==> config.mk <==
export PLATFORM = sky130hd
export DESIGN_NAME = ccdr_readout_ctrl
export DESIGN_NICKNAME = d
export VERILOG_FILES = /design/src/hdl/ccdr_pkg.sv /design/src/hdl/ccdr_readout_ctrl.sv /design/src/hdl/ccdr_pixel_timer.sv
export VERILOG_INCLUDE_DIRS = /design/src /design/src/hdl
export SDC_FILE = /design/constraint.sdc
export NUM_CORES = 1
export LEC_CHECK = 0
export BUFFER_PORTS_ARGS = -buffer_cell sky130_fd_sc_hd__buf_4
export CAP_MARGIN = 20
export CORE_ASPECT_RATIO = 1.1
export CORE_MARGIN = 2
export CORE_UTILIZATION = 40
export CTS_BUF_LIST = sky130_fd_sc_hd__clkbuf_2 sky130_fd_sc_hd__clkbuf_4 sky130_fd_sc_hd__clkbuf_8
export CTS_CLUSTER_DIAMETER = 200
export DETAILED_ROUTE_END_ITERATION = 12
export PLACE_DENSITY_LB_ADDON = 0.2
export SYNTH_ARGS = -nofsm -noshare
export SYNTH_HDL_FRONTEND = slang
export SYNTH_HIERARCHICAL = 1
export SYNTH_SLANG_ARGS = --single-unit
export TNS_END_PERCENT = 20
==> constraint.sdc <==
create_clock -name core_clk -period 4.85 [get_ports core_clk]
set_input_delay 0.97 -clock core_clk [delete_from_list [all_inputs] [get_ports core_clk]]
set_output_delay 0.97 -clock core_clk [all_outputs]
set_load 0.03 [all_outputs]
==> src/hdl/ccdr_defs.svh <==
`ifndef CCDR_DEFS_SVH
`define CCDR_DEFS_SVH

// Clock and printed times
`define CCDR_CLK_PERIOD_PS 8000
`define CCDR_T_PIXEL_NS    67
`define CCDR_T_VPULSE_NS   4000
`define CCDR_T_HSETUP_NS   500
`define CCDR_T_CLEAR_NS    10
// Least times round up to whole cycles
`define CCDR_NS_TO_CYC(t) ((((t) * 1000) + `CCDR_CLK_PERIOD_PS - 1) / `CCDR_CLK_PERIOD_PS)
`define CCDR_PIXEL_CYC     `CCDR_NS_TO_CYC(`CCDR_T_PIXEL_NS)
`define CCDR_VPULSE_CYC    `CCDR_NS_TO_CYC(`CCDR_T_VPULSE_NS)
`define CCDR_HSETUP_CYC    `CCDR_NS_TO_CYC(`CCDR_T_HSETUP_NS)
`define CCDR_CLEAR_CYC     `CCDR_NS_TO_CYC(`CCDR_T_CLEAR_NS)

// Array geometry
`define CCDR_COLUMNS       1552
`define CCDR_LINES         1032
`define CCDR_HREG_LEN      1564
`define CCDR_ACTIVE_COLS   1536
`define CCDR_ACTIVE_LINES  1024
`define CCDR_DARK_LEAD     4
`define CCDR_DARK_TRAIL    12
`define CCDR_DARK_TOP      4
`define CCDR_DARK_BOT      4
`define CCDR_DUMMY_LEAD    10
`define CCDR_DUMMY_TRAIL   2
`define CCDR_SUSPECT_LINES 2

`endif

==> src/hdl/ccdr_pkg.sv <==
package ccdr_pkg;

  // Gray order along idle, integrate, vertical steps, setup, shift, done
  typedef enum logic [2:0] {
    CCDR_ST_IDLE   = 3'h0,
    CCDR_ST_INTEG  = 3'h1,
    CCDR_ST_VA     = 3'h3,
    CCDR_ST_VB     = 3'h2,
    CCDR_ST_VC     = 3'h6,
    CCDR_ST_HSET   = 3'h7,
    CCDR_ST_HSHIFT = 3'h5,
    CCDR_ST_DONE   = 3'h4
  } ccdr_state_type;

  typedef enum logic [1:0] {
    CCDR_PIX_DUMMY  = 2'h0,
    CCDR_PIX_DARK   = 2'h1,
    CCDR_PIX_ACTIVE = 2'h2
  } ccdr_pix_class_type;

endpackage : ccdr_pkg

==> src/hdl/ccdr_readout_ctrl.sv <==
`timescale 1ns/1ps
`default_nettype none
`include "ccdr_defs.svh"

module ccdr_readout_ctrl #(
  parameter int LINES     = `CCDR_LINES,
  parameter int HREG      = `CCDR_HREG_LEN,
  parameter int PIX_CYC   = `CCDR_PIXEL_CYC,
  parameter int VPULSE    = `CCDR_VPULSE_CYC,
  parameter int HSET_CYC  = `CCDR_HSETUP_CYC,
  parameter int CLR_CYC   = `CCDR_CLEAR_CYC,
  parameter int INTEG_W   = 32
) (
  input  wire logic                 core_clk,
  input  wire logic                 nrst,
  input  wire logic                 start_frame,
  input  wire logic [INTEG_W-1:0]   integ_cycles,
  output logic                      vertical_phase_a,
  output logic                      vertical_phase_b,
  output logic                      horizontal_phase_a,
  output logic                      horizontal_phase_b,
  output logic                      node_clear,
  output logic                      sample_strobe,
  output ccdr_pkg::ccdr_pix_class_type pixel_class,
  output logic                      ref_suspect,
  output logic [$clog2(LINES)-1:0]  line_index,
  output logic [$clog2(HREG+1)-1:0] pixel_index,
  output logic                      busy,
  output logic                      frame_done
);
  import ccdr_pkg::*;

  localparam int LW   = $clog2(LINES);
  localparam int PW   = $clog2(HREG + 1);
  localparam int CW   = $clog2(PIX_CYC);
  // One spare count keeps the step counter legal even for one-cycle steps
  localparam int VW   = $clog2((VPULSE > HSET_CYC ? VPULSE : HSET_CYC) + 1);
  localparam int HALF = PIX_CYC / 2;

  // Geometry must add up, and the clear must finish before the packet lands
  if (`CCDR_DARK_LEAD + `CCDR_ACTIVE_COLS + `CCDR_DARK_TRAIL != `CCDR_COLUMNS) begin : g_cols
    $error("ccdr_readout_ctrl: column count mismatch");
  end
  if (`CCDR_DUMMY_LEAD + `CCDR_COLUMNS + `CCDR_DUMMY_TRAIL != HREG) begin : g_hreg
    $error("ccdr_readout_ctrl: horizontal register length mismatch");
  end
  if (`CCDR_DARK_TOP + `CCDR_ACTIVE_LINES + `CCDR_DARK_BOT != LINES) begin : g_lines
    $error("ccdr_readout_ctrl: line count mismatch");
  end
  if (PIX_CYC < 4 || CLR_CYC >= HALF || VPULSE < 1 || HSET_CYC < 1) begin : g_time
    $error("ccdr_readout_ctrl: timing counts unusable");
  end

  typedef struct packed {
    ccdr_state_type     st;
    logic [INTEG_W-1:0] integ;
    logic [VW-1:0]      vcnt;
    logic [LW-1:0]      line;
    logic [PW-1:0]      pix;
    logic               va;
    logic               vb;
    logic               ha;
    logic               hb;
    logic               clr;
    logic               smp;
    logic               susp;
    ccdr_pix_class_type cls;
    logic               busy;
    logic               done;
  } ccdr_seq_type;

  ccdr_seq_type s_r;
  ccdr_seq_type s_nxt;
  logic [CW-1:0] cnt;
  logic          slot_end;
  logic [CW-1:0] cnt_nxt;

  ccdr_pixel_timer #(
    .PIX_CYC (PIX_CYC),
    .CW      (CW)
  ) u_timer (
    .core_clk (core_clk),
    .nrst     (nrst),
    .cnt      (cnt),
    .slot_end (slot_end)
  );

  function automatic ccdr_pix_class_type pix_class(input int p, input int l);
    int c;
    c = p - `CCDR_DUMMY_LEAD;
    if (p < `CCDR_DUMMY_LEAD || c >= `CCDR_COLUMNS) begin
      pix_class = CCDR_PIX_DUMMY;
    end else if (l < `CCDR_DARK_TOP || l >= `CCDR_DARK_TOP + `CCDR_ACTIVE_LINES) begin
      pix_class = CCDR_PIX_DARK;
    end else if (c < `CCDR_DARK_LEAD || c >= `CCDR_DARK_LEAD + `CCDR_ACTIVE_COLS) begin
      pix_class = CCDR_PIX_DARK;
    end else begin
      pix_class = CCDR_PIX_ACTIVE;
    end
  endfunction : pix_class

  // Dark pixels on the border of the active area or the chip, or in early lines
  function automatic logic pix_suspect(input int p, input int l);
    int c;
    c = p - `CCDR_DUMMY_LEAD;
    pix_suspect = (l < `CCDR_SUSPECT_LINES) || (l == `CCDR_DARK_TOP - 1) ||
                  (l == `CCDR_DARK_TOP + `CCDR_ACTIVE_LINES) || (l == LINES - 1) ||
                  (c == 0) || (c == `CCDR_DARK_LEAD - 1) ||
                  (c == `CCDR_DARK_LEAD + `CCDR_ACTIVE_COLS) || (c == `CCDR_COLUMNS - 1);
  endfunction : pix_suspect

  assign cnt_nxt = slot_end ? '0 : cnt + 1'b1;

  always_comb begin
    s_nxt = s_r;
    case (s_r.st)
      CCDR_ST_IDLE: begin
        if (start_frame) begin
          s_nxt.st    = CCDR_ST_INTEG;
          s_nxt.integ = integ_cycles;
          s_nxt.line  = '0;
        end
      end
      CCDR_ST_INTEG: begin
        if (s_r.integ == '0) begin
          s_nxt.st   = CCDR_ST_VA;
          s_nxt.vcnt = '0;
        end else begin
          s_nxt.integ = s_r.integ - 1'b1;
        end
      end
      CCDR_ST_VA, CCDR_ST_VB, CCDR_ST_VC: begin
        if (s_r.vcnt == VW'(VPULSE - 1)) begin
          s_nxt.vcnt = '0;
          s_nxt.st   = (s_r.st == CCDR_ST_VA) ? CCDR_ST_VB :
                       (s_r.st == CCDR_ST_VB) ? CCDR_ST_VC : CCDR_ST_HSET;
        end else begin
          s_nxt.vcnt = s_r.vcnt + 1'b1;
        end
      end
      CCDR_ST_HSET: begin
        // Setup time first, then align the shift to a pixel slot boundary
        if (s_r.vcnt < VW'(HSET_CYC - 1)) begin
          s_nxt.vcnt = s_r.vcnt + 1'b1;
        end else if (slot_end) begin
          s_nxt.st  = CCDR_ST_HSHIFT;
          s_nxt.pix = '0;
        end
      end
      CCDR_ST_HSHIFT: begin
        if (slot_end) begin
          if (s_r.pix == PW'(HREG)) begin
            s_nxt.vcnt = '0;
            if (s_r.line == LW'(LINES - 1)) begin
              s_nxt.st = CCDR_ST_DONE;
            end else begin
              s_nxt.st   = CCDR_ST_VA;
              s_nxt.line = s_r.line + 1'b1;
            end
          end else begin
            s_nxt.pix = s_r.pix + 1'b1;
          end
        end
      end
      CCDR_ST_DONE: begin
        s_nxt.st = CCDR_ST_IDLE;
      end
      default: begin
        s_nxt.st = CCDR_ST_IDLE;
      end
    endcase
    // Pins follow the next state so they line up with the registered state
    s_nxt.va   = (s_nxt.st == CCDR_ST_VA);
    s_nxt.vb   = (s_nxt.st == CCDR_ST_VB);
    s_nxt.hb   = (s_nxt.st == CCDR_ST_HSHIFT) && (cnt_nxt < CW'(HALF));
    s_nxt.ha   = !s_nxt.hb;
    s_nxt.clr  = (cnt_nxt < CW'(CLR_CYC));
    s_nxt.smp  = (s_nxt.st == CCDR_ST_HSHIFT) && (cnt_nxt == CW'(PIX_CYC - 1));
    s_nxt.cls  = pix_class(int'(s_nxt.pix), int'(s_nxt.line));
    s_nxt.susp = (s_nxt.st == CCDR_ST_HSHIFT) && (s_nxt.cls == CCDR_PIX_DARK) &&
                 pix_suspect(int'(s_nxt.pix), int'(s_nxt.line));
    s_nxt.busy = (s_nxt.st != CCDR_ST_IDLE);
    s_nxt.done = (s_nxt.st == CCDR_ST_DONE);
  end

  always_ff @(posedge core_clk or negedge nrst) begin
    if (!nrst) begin
      s_r    <= '0;
      s_r.ha <= 1'b1;
    end else begin
      s_r <= s_nxt;
    end
  end

  assign vertical_phase_a   = s_r.va;
  assign vertical_phase_b   = s_r.vb;
  assign horizontal_phase_a = s_r.ha;
  assign horizontal_phase_b = s_r.hb;
  assign node_clear         = s_r.clr;
  assign sample_strobe      = s_r.smp;
  assign pixel_class        = s_r.cls;
  assign ref_suspect        = s_r.susp;
  assign line_index         = s_r.line;
  assign pixel_index        = s_r.pix;
  assign busy               = s_r.busy;
  assign frame_done         = s_r.done;

  // Gap between clear pulses, only read by the checks below
  logic [CW:0] clr_gap_r;
  always_ff @(posedge core_clk or negedge nrst) begin
    if (!nrst) begin
      clr_gap_r <= '0;
    end else begin
      clr_gap_r <= node_clear ? '0 : clr_gap_r + 1'b1;
    end
  end

  property p_integ_still;
    @(posedge core_clk) disable iff (!nrst)
    (s_r.st == CCDR_ST_INTEG) |-> !vertical_phase_a && !vertical_phase_b && $stable(vertical_phase_b);
  endproperty
  a_integ_still: assert property (p_integ_still) else $error("vertical phase moved in integration");

  property p_ha_on_vb_fall;
    @(posedge core_clk) disable iff (!nrst)
    $fell(vertical_phase_b) |-> horizontal_phase_a && $past(horizontal_phase_a) && !horizontal_phase_b;
  endproperty
  a_ha_on_vb_fall: assert property (p_ha_on_vb_fall) else $error("h phase a low at v phase b fall");

  property p_h_compl;
    @(posedge core_clk) disable iff (!nrst)
    (s_r.st == CCDR_ST_HSHIFT) |-> (horizontal_phase_a != horizontal_phase_b);
  endproperty
  a_h_compl: assert property (p_h_compl) else $error("horizontal phases not complementary");

  property p_clear_after_sample;
    @(posedge core_clk) disable iff (!nrst)
    sample_strobe |-> !node_clear ##1 node_clear [*2];
  endproperty
  a_clear_after_sample: assert property (p_clear_after_sample) else $error("clear not after sample");

  property p_clear_running;
    @(posedge core_clk) disable iff (!nrst)
    clr_gap_r < (CW+1)'(PIX_CYC - CLR_CYC + 1);
  endproperty
  a_clear_running: assert property (p_clear_running) else $error("node clear stopped");

  property p_integ_length;
    @(posedge core_clk) disable iff (!nrst)
    (s_r.st == CCDR_ST_IDLE && start_frame && integ_cycles == 3) |=> (s_r.st == CCDR_ST_INTEG) [*4] ##1 vertical_phase_a;
  endproperty
  a_integ_length: assert property (p_integ_length) else $error("integration length wrong");

  property p_frame_end;
    @(posedge core_clk) disable iff (!nrst)
    $rose(frame_done) |-> ($past(line_index) == LW'(LINES - 1)) && ($past(pixel_index) == PW'(HREG));
  endproperty
  a_frame_end: assert property (p_frame_end) else $error("frame ended early");

  property p_class_edges;
    @(posedge core_clk) disable iff (!nrst)
    sample_strobe |-> ((pixel_index < PW'(`CCDR_DUMMY_LEAD)) == (pixel_class == CCDR_PIX_DUMMY && pixel_index < PW'(`CCDR_DUMMY_LEAD)))
      && ((line_index < LW'(`CCDR_DARK_TOP)) -> (pixel_class != CCDR_PIX_ACTIVE));
  endproperty
  a_class_edges: assert property (p_class_edges) else $error("pixel class wrong");

  property p_first_lines_suspect;
    @(posedge core_clk) disable iff (!nrst)
    (sample_strobe && line_index < LW'(`CCDR_SUSPECT_LINES) && pixel_class == CCDR_PIX_DARK) |-> ref_suspect;
  endproperty
  a_first_lines_suspect: assert property (p_first_lines_suspect) else $error("early dark not suspect");

  c_frame_done: cover property (@(posedge core_clk) disable iff (!nrst) frame_done);
  c_active_px: cover property (@(posedge core_clk) disable iff (!nrst) sample_strobe && pixel_class == CCDR_PIX_ACTIVE);
  c_line_turn: cover property (@(posedge core_clk) disable iff (!nrst) $fell(vertical_phase_b) && line_index != '0);

endmodule : ccdr_readout_ctrl
`default_nettype wire

==> src/hdl/ccdr_pixel_timer.sv <==
`timescale 1ns/1ps
`default_nettype none
`include "ccdr_defs.svh"

// Free-running pixel slot divider; never stops so the node clear keeps running
module ccdr_pixel_timer #(
  parameter int PIX_CYC = `CCDR_PIXEL_CYC,
  parameter int CW      = $clog2(PIX_CYC)
) (
  input  wire logic          core_clk,
  input  wire logic          nrst,
  output logic [CW-1:0]      cnt,
  output logic               slot_end
);
  import ccdr_pkg::*;

  typedef struct packed {
    logic [CW-1:0] cnt;
    logic          last;
  } ccdr_tmr_type;

  ccdr_tmr_type t_r;
  ccdr_tmr_type t_nxt;

  if (PIX_CYC < 2) begin : g_bad
    $error("ccdr_pixel_timer: PIX_CYC too small");
  end

  always_comb begin
    t_nxt      = t_r;
    t_nxt.cnt  = t_r.last ? '0 : t_r.cnt + 1'b1;
    t_nxt.last = (t_nxt.cnt == CW'(PIX_CYC - 1));
  end

  always_ff @(posedge core_clk or negedge nrst) begin
    if (!nrst) begin
      t_r <= '0;
    end else begin
      t_r <= t_nxt;
    end
  end

  assign cnt      = t_r.cnt;
  assign slot_end = t_r.last;

endmodule : ccdr_pixel_timer
`default_nettype wire

==> impl_metrics.yaml, run 1 <==
worst_setup_path:
  cp-start-kind: "flip-flop"
  worstPathRequired_ns: 5.12
  crit_fanout: 14
  crit_type: "reg -> reg"
  end_kind: "flip-flop"
  cp.arrival_ns: 4.39
drt:
  via_per_inst: 6.03
  drt_wl_total_mm: 15.0
  postRouteAntennaNets: 0
  vias: 5266
  drt_pass1_iterations: 5
  drtIter0Drc: 426
  post_drt_wl_per_cell_microns: 17.2
  post-route-drc-count: 0
synth:
  async_flop_share_pct: 100
  avgSynthCellArea_sq_um: 8.31
  ys_seq_area_share_pct: 37.6
  synth_edf_count: 0
  synthFlopType: "dfrtp_1"
  synth-compound-area-share_pct: 26.8
  ys_ff_latch: 82
  muxShareOfSynthArea_pct: 1.12
  syn_inst: 656
  synthAdderAreaFrac_pct: 1.84
  synth-xor-area-share_pct: 1.45
  synth_warnings: 6
  synth_simple_gate_area_share_pct: 23.4
  synth_fp_nets: 699
  syn-cell-area_sq_um: 5450
  netlist-cell-type-count: 72
  synth_top_family_by_area: "compound AO/OA/AOI/OAI gates"
cells_and_area:
  layout.area.seq_sq_um: 2050
  fillCellCount: 1303
  final_cells: 874
  antenna_cells: 0
  drive_gt1_share_pct: 16.2
  syn_to_final_growth_pct: 12.7
  final_util_pct: 46.3
  multiInputGateArea_sq_um: 2990
  final_nets: 729
cts:
  numCtsBuffers: 9
  cts.sinks: 82
  root_buffer: "clkbuf_8"
  postCtsHoldBufs: 0
  htree_levels: 3
  cts_resized: 0
  clock_latency_ns: 0.37
  cts_buffer_depth: 2
  post-cts-setup-buffer-count: 0
  cts_tree: "yes"
  clkTransAtPathRegs_ns: 0.09
timing:
  min_period_ns: 4.12
  skew_ns: 0.0152
  hold_viol: 0
  setup_viol: 0
  setup-tns-final_ns: 0
  rsz0062_at_grt: "false"
  drv_slew: 0
  timing.fmax_mhz: 243
  finalCritPeriodShare_pct: 85.0
  max_slew_margin_pct: 23.6
  worst_pin_slew_ns: 1.14
floorplanning:
  dieArea_sq_um: 14600
  die_y_microns: 126
  fp.dieW_microns: 115
  rows: 44
  start_util_pct: 41.1
  io_pins: 68
  core_area_sq_um: 13300
min_path:
  min_path_type: "reg -> reg"
job:
  maxCapViolCount: 0
global_routing:
  grt_usage_pct: 20.9
  grt_pass1_vias: 4931
  grt_start_max_net_pins: 83
  antenna_found_initial: 0
  grt_pass1_wl_mm: 24.4
  grt-ovfl-total: 0
place:
  finalWeightedCongestion: 0.902
  io_buffer_count: 67
  dp_cells: 858
  dpl.hpwl_mm: 10.6
outcome:
  status: "finished clean"
pwr:
  vdd_drop_max_mv: 0.192
  power_density_nw_per_um2: 285
  p_leak_uw: 0.00261
-- registers in the layout, indices dropped and copies added, names as in the netlist, 2 cells and up --
register,flops
u_timer/cnt,4
line_index,11
pixel_index,11
s_r,44
pixel_class,2
-- cells in the final DEF (no fill, tap or decap), types with 5 or more instances in the layout --
cell      synthesis  final
a211oi_1          5      5
a21oi_1          48     48
a22oi_1          11     11
a31oi_1          14     14
a32oi_1           6      6
and2_1            7      7
and3_1           11     11
buf_4            24     73
clkbuf_8          0      9
dfrtp_1          81     81
ha_1              8      8
inv_1            31     31
mux2i_1           5      5
nand2_1          44     44
nand2b_1          5      5
nand3_1          19     19
nand4_1          11     11
nor2_1           53     53
nor2b_1           8      7
nor3_1           22     22
nor4_1           18     18
o211ai_1          5      5
o21ai_0          68     68
o22ai_1          11     11
o31ai_1          12     12
or2_2             7      7
or3_1             6      6
or4_1             6      6
xnor2_1           6      6
-- Yosys cell counts (4+ instances only) --
| library cell | number | area, sq um |
|---|---|---|
| nand2_1 | 44 | 165 |
| nand2b_1 | 5 | 31.3 |
| o31ai_1 | 12 | 90.1 |
| a32oi_1 | 6 | 52.6 |
| mux2i_1 | 5 | 50.1 |
| and2_1 | 7 | 43.8 |
| o2bb2ai_1 | 4 | 35.0 |
| nand3b_1 | 4 | 30.0 |
| nand3_1 | 19 | 95.1 |
| buf_4 | 24 | 180 |
| a211oi_1 | 5 | 37.5 |
| nor3_1 | 22 | 110 |
| or4_1 | 6 | 45.0 |
| inv_1 | 31 | 116 |
| xnor2_1 | 6 | 52.6 |
| o211ai_1 | 5 | 37.5 |
| a21oi_1 | 48 | 240 |
| clkbuf_1 | 26 | 97.6 |
| dfrtp_1 | 81 | 2030 |
| ha_1 | 8 | 100 |
| or3_1 | 6 | 37.5 |
| nand4_1 | 11 | 68.8 |
| or2_2 | 7 | 43.8 |
| nor2b_1 | 8 | 50.1 |
| and3_1 | 11 | 68.8 |
| a31oi_1 | 14 | 87.6 |
| nor2_1 | 53 | 199 |
| o21ai_0 | 68 | 340 |
| a22oi_1 | 11 | 82.6 |
| o22ai_1 | 11 | 68.8 |
| nor4_1 | 18 | 113 |
-- report_power, final --
| part | internal, uW | total, uW | switching, uW |
|---|---|---|---|
| Sequential | 793 | 905 | 112 |
| Combinational | 148 | 349 | 201 |
| Clock | 240 | 501 | 261 |
| Total | 1180 | 1760 | 574 |
-- stage by stage --
stage	hold WS, ns	setup WS, ns	total power [uW]	cell area [sq um]
2_1_floorplan	0.457	1.21	1140	5450
3_3_place_gp	0.488	0.962	1250	5930
3_5_place_dp	0.488	0.830	1260	5930
4_1_cts	0.514	0.787	1770	6120
5_1_grt	0.526	0.519	1870	6150
6_report	0.515	0.727	1760	6150
-- final cells by class --
class	count	share of cell area, %
Multi-Input combinational cell	488	48.6
Clock buffer	10	2.14
Tap cell	184	3.74
Sequential cell	82	33.4
Clock inverter	5	0.916
Inverter	31	1.89
Timing Repair Buffer	74	9.36
-- routing by layer --
layer  GRT usage (%)  vias to the layer above  wire length, microns
met1            27.3                     2552                  6520
met2            34.1                      195                  7260
met5               0                        -                     0
li1                -                     2488                     -
met3            3.34                       31                   825
met4            9.14                        0                   382
-- worst max-delay path, cell delays in order (launching register included) --
cell	delay [ns]
dfrtp_1	0.63
nand4b_1	0.28
a31oi_1	0.36
mux2i_1	0.12
or2_2	0.32
ha_1	0.28
or4_1	0.53
o31ai_1	0.16
nor3_1	0.20
xnor2_1	0.17
a2111o_1	0.40
o21bai_1	0.20
a2111oi_2	0.36
-- path summary, 6_finish.rpt --
| kind | startpoint | endpoint | slack [ns] | depth (start not counted) |
|---|---|---|---|---|
| max reg2reg | u_timer/slot_end | ref_suspect | 0.73 | 12 |
| min | s_r[69] | s_r[69] | 0.51 | 2 |
| min in group asynchronous | nrst | pixel_index[4] | 0.53 | 1 |
| max | u_timer/slot_end | ref_suspect | 0.73 | 12 |
| min reg2reg | s_r[69] | s_r[69] | 0.51 | 2 |
| max in group asynchronous | nrst | horizontal_phase_a | 3.69 | 2 |
-- logic make-up (layout without fill, tap and decap cells) --
kind of cell,after synthesis,in the layout
adders and majority gates,8,8
and+or+nand+nor,239,239
buffers and inverters,86,120
DFF,82,82
muxes,6,6
xor gates and xnor gates,9,9
AOI/OAI and AO/OA,226,226
Power figures use the tool's default switching activity.
==> inputs of run 2 (changes only) <==
--- a/config.mk
+++ b/config.mk
@@ -8,6 +8,8 @@
 export LEC_CHECK = 0
 export BUFFER_PORTS_ARGS = -buffer_cell sky130_fd_sc_hd__buf_4
 export CAP_MARGIN = 20
+export CELL_PAD_IN_SITES_DETAIL_PLACEMENT = 1
+export CELL_PAD_IN_SITES_GLOBAL_PLACEMENT = 1
 export CORE_ASPECT_RATIO = 1.1
 export CORE_MARGIN = 2
 export CORE_UTILIZATION = 40
==> impl_metrics.yaml, run 2 (same netlist as run 1, synthesis figures left out) <==
global_routing:
  grt-ovfl-total: 0
  grt_pass1_wl_mm: 28.2
  grt_start_max_net_pins: 62
  antenna_found_initial: 0
  grt_usage_pct: 24.2
  grt_pass1_vias: 5567
outcome:
  status: "finished clean"
pwr:
  power_density_nw_per_um2: 297
  seqPwrFrac_pct: 49.7
  p_sw_share_pct: 33.1
  clkPwrFrac_pct: 30.8
  p_leak_uw: 0.00263
  pwr-share-comb_pct: 19.5
  power_switching_uw: 606
  internal-power_uw: 1230
  vdd_drop_max_mv: 0.192
cts:
  cts.sinks: 82
  cts_buffer_depth: 2
  numCtsBuffers: 9
  post-cts-setup-buffer-count: 0
  root_buffer: "clkbuf_8"
  cts_tree: "yes"
  cts_resized: 0
  clock_latency_ns: 0.38
  htree_levels: 3
  clkTransAtPathRegs_ns: 0.09
  postCtsHoldBufs: 0
floorplanning:
  io_pins: 68
  fp.dieW_microns: 115
  start_util_pct: 41.1
  core_area_sq_um: 13300
  die_y_microns: 126
  rows: 44
  dieArea_sq_um: 14600
timing:
  timing.fmax_mhz: 244
  rsz0062_at_grt: "false"
  drv_slew: 0
  skew_ns: 0.0198
  setup-tns-final_ns: 0
  setup_viol: 0
  max_slew_margin_pct: 30.6
  worst_pin_slew_ns: 1.03
  hold_viol: 0
  finalCritPeriodShare_pct: 84.5
  min_period_ns: 4.10
worst_setup_path:
  worstPathRequired_ns: 5.13
  worstReg2RegEnd: "ref_suspect"
  r2r_start: "u_timer/slot_end"
  rr_worst_depth: 12
  crit_fanout: 14
  rrSetupSlack_ns: 0.75
  cp.arrival_ns: 4.37
  crit_type: "reg -> reg"
  cp-start-kind: "flip-flop"
  end_kind: "flip-flop"
cells_and_area:
  antenna_cells: 0
  max_flop_register: "s_r"
  fillCellCount: 1604
  final_cell_mix: "dfrtp_1 (81), buf_4 (74), o21ai_0 (68)"
  final_nets: 730
  layout_commonest_cell: "dfrtp_1"
  drive_gt1_share_pct: 16.5
  final_util_pct: 46.5
  multiInputGateArea_sq_um: 2990
  largest_reg_flops: 44
  syn_to_final_growth_pct: 13.1
  layout.area.seq_sq_um: 2050
drt:
  postRouteAntennaNets: 0
  drt_pass1_iterations: 4
  via_per_inst: 6.04
  post_drt_wl_per_cell_microns: 19.4
  drtIter0Drc: 283
  drt_wl_total_mm: 17.0
  post-route-drc-count: 0
  vias: 5287
min_path:
  worstHoldStart: "s_r[69]"
  whs_endpoint: "s_r[69]"
  min_path_type: "reg -> reg"
  hold_depth: 2
job:
  maxCapViolCount: 0
place:
  finalWeightedCongestion: 0.885
  dpl.hpwl_mm: 12.3
  io_buffer_count: 67
[run 2: cell types whose count changed in the layout (fill, tap and decap cells not counted), sizes merged]
cell	before	now
clkbuf	10	13
clkinv	3	1
buf	74	75
[run 2: critical path, cell delays in order (launching register included)]
cell	delay (ns)
dfrtp_1	0.69
nand4b_1	0.27
a31oi_1	0.34
mux2i_1	0.12
or2_2	0.33
ha_1	0.27
or4_1	0.51
o31ai_1	0.13
nor3_1	0.18
xnor2_1	0.17
a2111o_1	0.41
o21bai_1	0.20
a2111oi_2	0.36
[run 2: metrics by stage]
step	hold slack, ns	instances	cell area [sq um]	total power (uW)	setup WS, ns
5_1_grt	0.544	876	6170	1950	0.419
3_3_place_gp	0.484	859	5940	1250	0.961
2_1_floorplan	0.457	656	5450	1140	1.21
6_report	0.522	876	6170	1830	0.753
3_5_place_dp	0.488	859	5940	1280	0.810
4_1_cts	0.510	875	6160	1850	0.788
[run 2: layer usage]
| layer | global-route usage [%] | wire length (microns) | up-vias |
|---|---|---|---|
| met5 | 0 | 0 | - |
| met1 | 29.8 | 7370 | 2652 |
| li1 | - | - | 2499 |
| met3 | 2.96 | 520 | 21 |
| met4 | 7.37 | 255 | 0 |
| met2 | 43.6 | 8820 | 115 |
[run 2: layout make-up]
cell class	instances	area share [%]
Multi-Input combinational cell	488	48.4
Sequential cell	82	33.3
Timing Repair Buffer	75	9.18
Tap cell	184	3.73
Clock buffer	13	2.80
Inverter	31	1.89
Clock inverter	3	0.750
[run 2: power by group through the flow]
stage | combinational (uW) | clock, uW | sequential (uW)
after floorplan | 257 | 0 | 885
after global placement | 340 | 0 | 912
after detailed placement | 360 | 0 | 920
after CTS | 361 | 580 | 909
after global routing | 419 | 604 | 932
final | 357 | 564 | 911
[run 2: how the worst max path moves through the flow]
stage	slack [ns]	start	end	cells past startpoint
3_3_place_gp	0.96	pixel_index[0]	ref_suspect	14
3_5_place_dp	0.81	u_timer/slot_end	ref_suspect	13
4_1_cts	0.79	u_timer/slot_end	ref_suspect	12
6_report	0.75	u_timer/slot_end	ref_suspect	12
2_1_floorplan	1.21	pixel_index[0]	ref_suspect	14
5_1_grt	0.42	u_timer/slot_end	ref_suspect	13
